[config.mk]
export PLATFORM = sky130hd
export DESIGN_NAME = isc_core
export DESIGN_NICKNAME = d
export VERILOG_FILES = /design/src/verilog/isc_pkg.sv /design/src/verilog/isc_core.sv
export SDC_FILE = /design/constraint.sdc
export NUM_CORES = 1
export LEC_CHECK = 0
export BUFFER_PORTS_ARGS = -buffer_cell sky130_fd_sc_hd__buf_2
export CAP_MARGIN = 20
export CORE_UTILIZATION = 45
export CTS_CLUSTER_DIAMETER = 80
export CTS_CLUSTER_SIZE = 12
export DETAILED_ROUTE_END_ITERATION = 10
export PLACE_DENSITY = 0.68
export SETUP_SLACK_MARGIN = 0.02
export SYNTH_ARGS = -nofsm -noshare
export SYNTH_HDL_FRONTEND = slang
export SYNTH_SLANG_ARGS = --single-unit
[constraint.sdc]
create_clock -name clock -period 4.1 [get_ports clock]
set_input_delay 1.23 -clock clock [delete_from_list [all_inputs] [get_ports clock]]
set_output_delay 1.23 -clock clock [all_outputs]
set_load 0.01 [all_outputs]
[src/verilog/isc_pkg.sv]
// Contract
// RQ1 - aligned store reaches memory as one beat
// RQ2 - line flush made coherent with instruction caches
// RQ3 - no icache snooping of plain data stores
// RQ4 - isync completes only after earlier flushes visible
// RQ5 - serialize waits isync, restarts later fetch groups
// RQ6 - interruption and return each serialize fetch
// RQ7 - flush covers line of two 16-byte bundles
// RQ8 - branch-dependent access waits for earlier load data
// RQ9 - loads may pass stores; only fence stops it
// RQ10 - fence blocks later accesses until all visible
`default_nettype none
package isc_pkg;
  localparam int ADDR_W        = 64;
  localparam int DATA_W        = 64;
  localparam int BE_W          = 8;
  localparam int CNT_W         = 4;
  localparam int EPOCH_W       = 4;
  localparam int BUNDLE_BYTES  = 16;
  localparam int LINE_SHIFT    = 5;
  localparam int MAX_OUT       = 8;
  localparam logic [BE_W-1:0] BE_SZ1 = 8'h01;
  localparam logic [BE_W-1:0] BE_SZ2 = 8'h03;
  localparam logic [BE_W-1:0] BE_SZ4 = 8'h0F;
  localparam logic [BE_W-1:0] BE_SZ8 = 8'hFF;

  typedef enum logic [2:0] {
    OP_LOAD   = 3'h0,
    OP_STORE  = 3'h1,
    OP_FLUSH  = 3'h2,
    OP_ISYNC  = 3'h3,
    OP_SERIAL = 3'h4,
    OP_INTR   = 3'h5,
    OP_RFI    = 3'h6,
    OP_FENCE  = 3'h7
  } isc_kind_t;

  typedef enum logic [1:0] {
    ST_IDLE = 2'h0,
    ST_HOLD = 2'h1
  } isc_st_t;

  typedef struct packed {
    logic              valid;
    isc_kind_t         kind;
    logic [ADDR_W-1:0] addr;
    logic [DATA_W-1:0] data;
    logic [1:0]        size;
    logic              dep_load;
  } isc_op_t;

  typedef struct packed {
    logic              valid;
    isc_kind_t         kind;
    logic [ADDR_W-1:0] addr;
    logic [DATA_W-1:0] data;
    logic [BE_W-1:0]   be;
  } isc_mem_req_t;

  typedef struct packed {
    logic load_done;
    logic store_done;
    logic flush_done;
  } isc_mem_ack_t;

  typedef struct packed {
    logic               restart;
    logic [EPOCH_W-1:0] epoch;
  } isc_fetch_t;

  typedef struct packed {
    isc_st_t          st;
    isc_op_t          pend;
    logic [CNT_W-1:0] loads;
    logic [CNT_W-1:0] stores;
    logic [CNT_W-1:0] flushes;
    isc_mem_req_t     mem;
    isc_fetch_t       fetch;
    logic             ready;
    logic             done;
    logic             misalign;
    logic             idle;
  } isc_state_t;
endpackage : isc_pkg
`default_nettype wire
[src/verilog/isc_core.sv]
`timescale 1ns/1ps
`default_nettype none
module isc_core #(
  parameter int LINE_SHIFT = isc_pkg::LINE_SHIFT,
  parameter int MAX_OUT    = isc_pkg::MAX_OUT
) (
  input  wire logic                  clock,
  input  wire logic                  arst_n,
  input  wire isc_pkg::isc_op_t      op,
  output var  logic                  op_ready,
  output var  logic                  op_done,
  output var  logic                  misalign,
  output var  isc_pkg::isc_mem_req_t mem_req,
  input  wire logic                  mem_ready,
  input  wire isc_pkg::isc_mem_ack_t mem_ack,
  output var  isc_pkg::isc_fetch_t   fetch_ctl,
  output var  logic                  fence_idle
);
  localparam logic [isc_pkg::CNT_W-1:0] CNT_ONE  = 4'h1;
  localparam logic [isc_pkg::CNT_W-1:0] CNT_ZERO = 4'h0;
  localparam logic [isc_pkg::CNT_W-1:0] CNT_LIM  =
    isc_pkg::CNT_W'(MAX_OUT);
  localparam logic [isc_pkg::EPOCH_W-1:0] EP_ONE = 4'h1;
  localparam int                          OFF_W  = $clog2(isc_pkg::BE_W);
  localparam logic [OFF_W-1:0]            AL_SZ1 = 3'h0;
  localparam logic [OFF_W-1:0]            AL_SZ2 = 3'h1;
  localparam logic [OFF_W-1:0]            AL_SZ4 = 3'h3;
  localparam logic [OFF_W-1:0]            AL_SZ8 = 3'h7;

  isc_pkg::isc_state_t s;
  isc_pkg::isc_state_t next_s;

  logic                        aligned;
  logic [isc_pkg::BE_W-1:0]    be_base;
  logic [isc_pkg::BE_W-1:0]    be;
  logic                        dep_ok;
  logic                        mem_go;
  logic                        go;
  logic                        issue;
  logic [isc_pkg::CNT_W-1:0]   tgt_cnt;
  logic [isc_pkg::ADDR_W-1:0]  line_addr;
  logic                        all_idle;
  logic [OFF_W-1:0]            align_mask;
  logic [OFF_W-1:0]            byte_off;
  logic                        drop;
  logic                        ser_kind;
  logic [isc_pkg::CNT_W-1:0]   loads_left;
  logic [isc_pkg::CNT_W-1:0]   stores_left;
  logic [isc_pkg::CNT_W-1:0]   flushes_left;

  always_comb begin
    case (s.pend.size)
      2'h0: begin
        be_base    = isc_pkg::BE_SZ1;
        align_mask = AL_SZ1;
      end
      2'h1: begin
        be_base    = isc_pkg::BE_SZ2;
        align_mask = AL_SZ2;
      end
      2'h2: begin
        be_base    = isc_pkg::BE_SZ4;
        align_mask = AL_SZ4;
      end
      default: begin
        be_base    = isc_pkg::BE_SZ8;
        align_mask = AL_SZ8;
      end
    endcase
  end

  assign byte_off = s.pend.addr[OFF_W-1:0];
  // natural alignment: no offset bit below the access size is set
  assign aligned  = ~|(byte_off & align_mask);
  // misaligned store is dropped, never split into two beats
  assign drop     = (s.pend.kind == isc_pkg::OP_STORE) && !aligned; // RQ1
  // whole store leaves in one beat, never split across requests
  assign be = be_base << byte_off; // RQ1

  // flush is always widened to the whole line, exactly two 16-byte bundles
  assign line_addr = {s.pend.addr[isc_pkg::ADDR_W-1:LINE_SHIFT],
                      {LINE_SHIFT{1'b0}}}; // RQ7

  assign all_idle = (s.loads == CNT_ZERO) && (s.stores == CNT_ZERO) &&
                    (s.flushes == CNT_ZERO);

  // access behind a load-dependent branch waits for load data
  assign dep_ok = !s.pend.dep_load || (s.loads == CNT_ZERO); // RQ8

  assign ser_kind = (s.pend.kind == isc_pkg::OP_SERIAL) ||
                    (s.pend.kind == isc_pkg::OP_INTR) ||
                    (s.pend.kind == isc_pkg::OP_RFI);

  // completions retire outstanding work; issue adds to it later
  assign loads_left   = s.loads - isc_pkg::CNT_W'(mem_ack.load_done);
  assign stores_left  = s.stores - isc_pkg::CNT_W'(mem_ack.store_done);
  assign flushes_left = s.flushes - isc_pkg::CNT_W'(mem_ack.flush_done);

  always_comb begin
    case (s.pend.kind)
      isc_pkg::OP_LOAD:  tgt_cnt = s.loads;
      isc_pkg::OP_STORE: tgt_cnt = s.stores;
      default:           tgt_cnt = s.flushes;
    endcase
  end

  // loads do not look at pending stores: reordering is allowed
  assign mem_go = mem_ready && dep_ok && (tgt_cnt < CNT_LIM); // RQ9

  always_comb begin
    go    = 1'b0;
    issue = 1'b0;
    case (s.pend.kind)
      isc_pkg::OP_LOAD: begin
        go    = mem_go;
        issue = mem_go;
      end
      isc_pkg::OP_STORE: begin
        go    = mem_go || !aligned;
        issue = mem_go && aligned; // RQ1
      end
      isc_pkg::OP_FLUSH: begin
        go    = mem_go; // RQ2
        issue = mem_go;
      end
      isc_pkg::OP_ISYNC: begin
        go = (s.flushes == CNT_ZERO); // RQ4
      end
      isc_pkg::OP_SERIAL,
      isc_pkg::OP_INTR,
      isc_pkg::OP_RFI: begin
        // no isync needed first: waits here until no flush is pending
        go = (s.flushes == CNT_ZERO); // RQ5 RQ6
      end
      isc_pkg::OP_FENCE: begin
        go = all_idle; // RQ10
      end
      default: begin
        go = 1'b0;
      end
    endcase
  end

  always_comb begin
    next_s               = s;
    next_s.mem.valid     = 1'b0;
    next_s.fetch.restart = 1'b0;
    next_s.done          = 1'b0;
    next_s.misalign      = 1'b0;
    next_s.loads   = loads_left;
    next_s.stores  = stores_left;
    next_s.flushes = flushes_left;
    case (s.st)
      isc_pkg::ST_IDLE: begin
        if (op.valid && s.ready) begin
          next_s.pend  = op;
          next_s.ready = 1'b0;
          next_s.st    = isc_pkg::ST_HOLD;
        end
      end
      isc_pkg::ST_HOLD: begin
        // one op held at a time: every wait blocks all later ops
        if (go) begin
          next_s.done  = 1'b1;
          next_s.ready = 1'b1;
          next_s.st    = isc_pkg::ST_IDLE;
          if (drop) begin // RQ1
            next_s.misalign = 1'b1;
          end
          if (issue) begin
            next_s.mem.valid = 1'b1;
            next_s.mem.kind  = s.pend.kind;
            next_s.mem.data  = s.pend.data;
            next_s.mem.be    = be;
            next_s.mem.addr  = s.pend.addr;
            case (s.pend.kind)
              isc_pkg::OP_LOAD: begin
                next_s.loads = next_s.loads + CNT_ONE;
              end
              isc_pkg::OP_STORE: begin
                next_s.stores = next_s.stores + CNT_ONE;
              end
              default: begin
                // no data-side icache snoop; only this flush cleans
                next_s.mem.addr = line_addr; // RQ2 RQ3
                next_s.mem.be   = isc_pkg::BE_SZ8;
                next_s.flushes  = next_s.flushes + CNT_ONE;
              end
            endcase
          end
          if (ser_kind) begin
            // new epoch: fetch drops groups tagged with older epochs
            next_s.fetch.restart = 1'b1; // RQ5 RQ6
            next_s.fetch.epoch   = s.fetch.epoch + EP_ONE;
          end
        end
      end
      default: begin
        next_s.st    = isc_pkg::ST_IDLE;
        next_s.ready = 1'b1;
      end
    endcase
    // counts after this edge, so the status never lags a completion
    next_s.idle = (next_s.loads == CNT_ZERO) &&
                  (next_s.stores == CNT_ZERO) &&
                  (next_s.flushes == CNT_ZERO);
  end

  always_ff @(posedge clock or negedge arst_n) begin
    if (!arst_n) begin
      s       <= '0;
      s.ready <= 1'b1;
      s.idle  <= 1'b1;
    end else begin
      s <= next_s;
    end
  end

  assign op_ready  = s.ready;
  assign op_done   = s.done;
  assign misalign  = s.misalign;
  assign mem_req   = s.mem;
  assign fetch_ctl = s.fetch;
  assign fence_idle = s.idle;
endmodule : isc_core
`default_nettype wire

==> run metrics <==
crit-path cells buf_2, ha_1, ha_1, or3_1, nor3_1, xnor2_1, or4_4, a2111oi_2; std cell rows 61; Die Width 170 um; die area 29000 sq um; I/O pin count 290; first-pass GRT wire length 43.0 mm; drt total wl 26.5 mm; Post-CTS Resized 0; Final setup viols 0; fin nets 1461; Mapped Nets 1328; hold_buf cts 0; Pleak 8.30 nW; WP data arrival 3.35 ns; CP endpoint kind register; clock skew 0.0114 ns; Max stage delay cell, worst path or4_4; Iter 0 DRT Violations 423; register bit total from synthesis 296; clock root cell clkbuf_16; CTS tree built; Initial Util 0.458; largest net degree at the start of global routing 134; Required @ worst endpoint 4.53 ns; WP buf/inv 1; # port buffers 289; Top FF cell, synth dfrtp_1; r2r worst-path depth 8; synth-to-layout area growth 12.9%; CTS sink count 296; power per cell area 415 nW/um^2; vias in the first global route 8442; maxcap violations 0; pre-CTS setup slack 0.617 ns; Synth warnings 0; Seq/Total Area, Yosys 0.581; H-tree depth 1; time the worst path needs with I/O delays and setup 2.92 ns; WP depth 8; CTS Buf Count 28; hold path cells 2; period utilization 0.712; First-pass DRT Iterations 4; worst-case vdd ir drop 0.000269 V; hold slack 0.458 ns; EDFF count, synth 0; initial antenna violation count 4; async set-or-reset flop fraction in the synthesized netlist 1.00; synthesized area 12800 sq um; Clock Path Buffers 3; worst stage delay on the critical path 0.52 ns; core area 27900 sq um; WS Path Type in -> reg; Wirelength per Cell 15.6 um; routed vias 8227; global route total overflow 0; most common cell after layout, fill and taps aside nand2_1; Hold Fails Final Rpt 0; detailed placer's ending HPWL 17.4 mm; syn_area_per_cell 10.8 sq um; Slew Viols, Final 0; setup ws final 1.18 ns; Vias/cell 4.83; Worst Tran Pin Value 0.838 ns; DRC errors left 0; CP dominant cell by count ha_1; Clk pin slew, worst setup/hold paths 0.06 ns; Cells after Synth 1177; TNS Setup 0 ns; Crit Path Max Fanout 4; status complete, no violations; post-CTS setup repair buffer count 0; Setup crit start kind input port; fmax 342 MHz; Overall Global Routing Usage 0.185; most frequent cells in the layout 393 x nand2_1, 294 x dfrtp_1, 288 x buf_2; Synth cell types 50; Clock Latency Late Sink 0.53 ns; RSZ-0062 raised after global routing false; share of cells above drive strength 1 0.364; cell family with most CP delay simple AND/OR/NAND/NOR gates; max_slew headroom 0.441; routability congestion estimate 0.840; worst hold path class reg -> reg; Die Ht 170 um; post-route ant nets 0
-- logic make-up after synthesis --
logic type,after synthesis,share of synthesized area
xor+xnor,16,0.0110
compound gates,47,0.0286
buf+inv,214,0.106
simple gates,457,0.143
mux,137,0.121
flops,296,0.581
fa+ha+maj,10,0.00981
-- final cells by class --
class / count / area [sq um]
Antenna cell: 4 / 10.0
Clock buffer: 39 / 763
Clock inverter: 1 / 30.0
Fill cell: 2503 / 13500
Inverter: 16 / 62.6
Multi-Input combinational cell: 667 / 4020
Sequential cell: 296 / 7410
Tap cell: 378 / 473
Timing Repair Buffer: 301 / 1630
-- cell usage after synthesis (2+ instances only) --
master	n	area, sq um
a211o_1	3	26.3
a21o_1	3	22.5
a21oi_1	5	25.0
a31oi_1	7	43.8
buf_2	3	15.0
buf_4	145	1090
clkbuf_1	50	188
dfrtp_1	294	7360
dfstp_2	2	52.6
ha_1	10	125
inv_1	15	56.3
mux2_2	135	1520
mux2i_1	2	20.0
nand2_1	393	1480
nand2b_1	2	12.5
nand3_1	13	65.1
nand4_1	3	18.8
nor2_1	22	82.6
nor3_1	7	35.0
nor3b_1	2	15.0
nor4_1	3	18.8
o211ai_1	3	22.5
o21a_1	4	30.0
o21ai_0	7	35.0
o21bai_1	2	15.0
o221ai_1	2	17.5
o311ai_0	2	17.5
or2_2	2	12.5
xnor2_1	11	96.3
xor2_1	5	43.8
-- sequential cells by signal, indices dropped and copies added, names as in the netlist --
signal	cells
op_done	1
fetch_ctl	5
line_addr	59
op_ready	1
misalign	1
fence_idle	1
byte_off	3
s	85
mem_req	140
-- through the flow --
step / power, mW / utilization / instance area, sq um / instances
5_1_grt: 6.24 / 0.517 / 14400 / 1700
2_1_floorplan: 3.44 / - / 12800 / 1177
4_1_cts: 6.06 / 0.517 / 14400 / 1698
3_5_place_dp: 3.66 / 0.488 / 13600 / 1658
6_report: 5.97 / 0.517 / 14400 / 1702
3_3_place_gp: 3.64 / 0.488 / 13600 / 1658
-- routing by layer --
layer	vias to the layer above	part of all wire	track usage
met3	47	0.064	0.0463
met5	-	0.00064	0
met1	4035	0.42	0.229
met4	2	0.026	0.0611
li1	3913	-	-
met2	230	0.49	0.316
-- worst reg2reg max path, stage by stage (launching register included) --
cell,delay [ns]
dfrtp_1,0.41
inv_1,0.06
ha_1,0.19
ha_1,0.32
or3_1,0.35
nor3_1,0.19
xnor2_1,0.13
or4_4,0.52
a2111oi_2,0.30
-- where the power goes --
group	total, mW	internal, mW	switching [mW]
combinational	0.546	0.236	0.310
clock	2.36	1.33	1.03
sequential	3.06	2.98	0.0755
-- path summary, 6_finish.rpt --
| check | start | end | slack [ns] |
|---|---|---|---|
| hold / removal | line_addr[11] | mem_req[83] | 0.46 |
| min in group asynchronous | arst_n | mem_req[117] | 0.69 |
| setup / recovery | mem_ack[2] | fence_idle | 1.18 |
| setup reg to reg | s[157] | fence_idle | 1.52 |
| hold reg to reg | line_addr[11] | mem_req[83] | 0.46 |
| max in group asynchronous | arst_n | mem_req[95] | 2.48 |
Note: power is estimated with default switching activity, not from simulation.
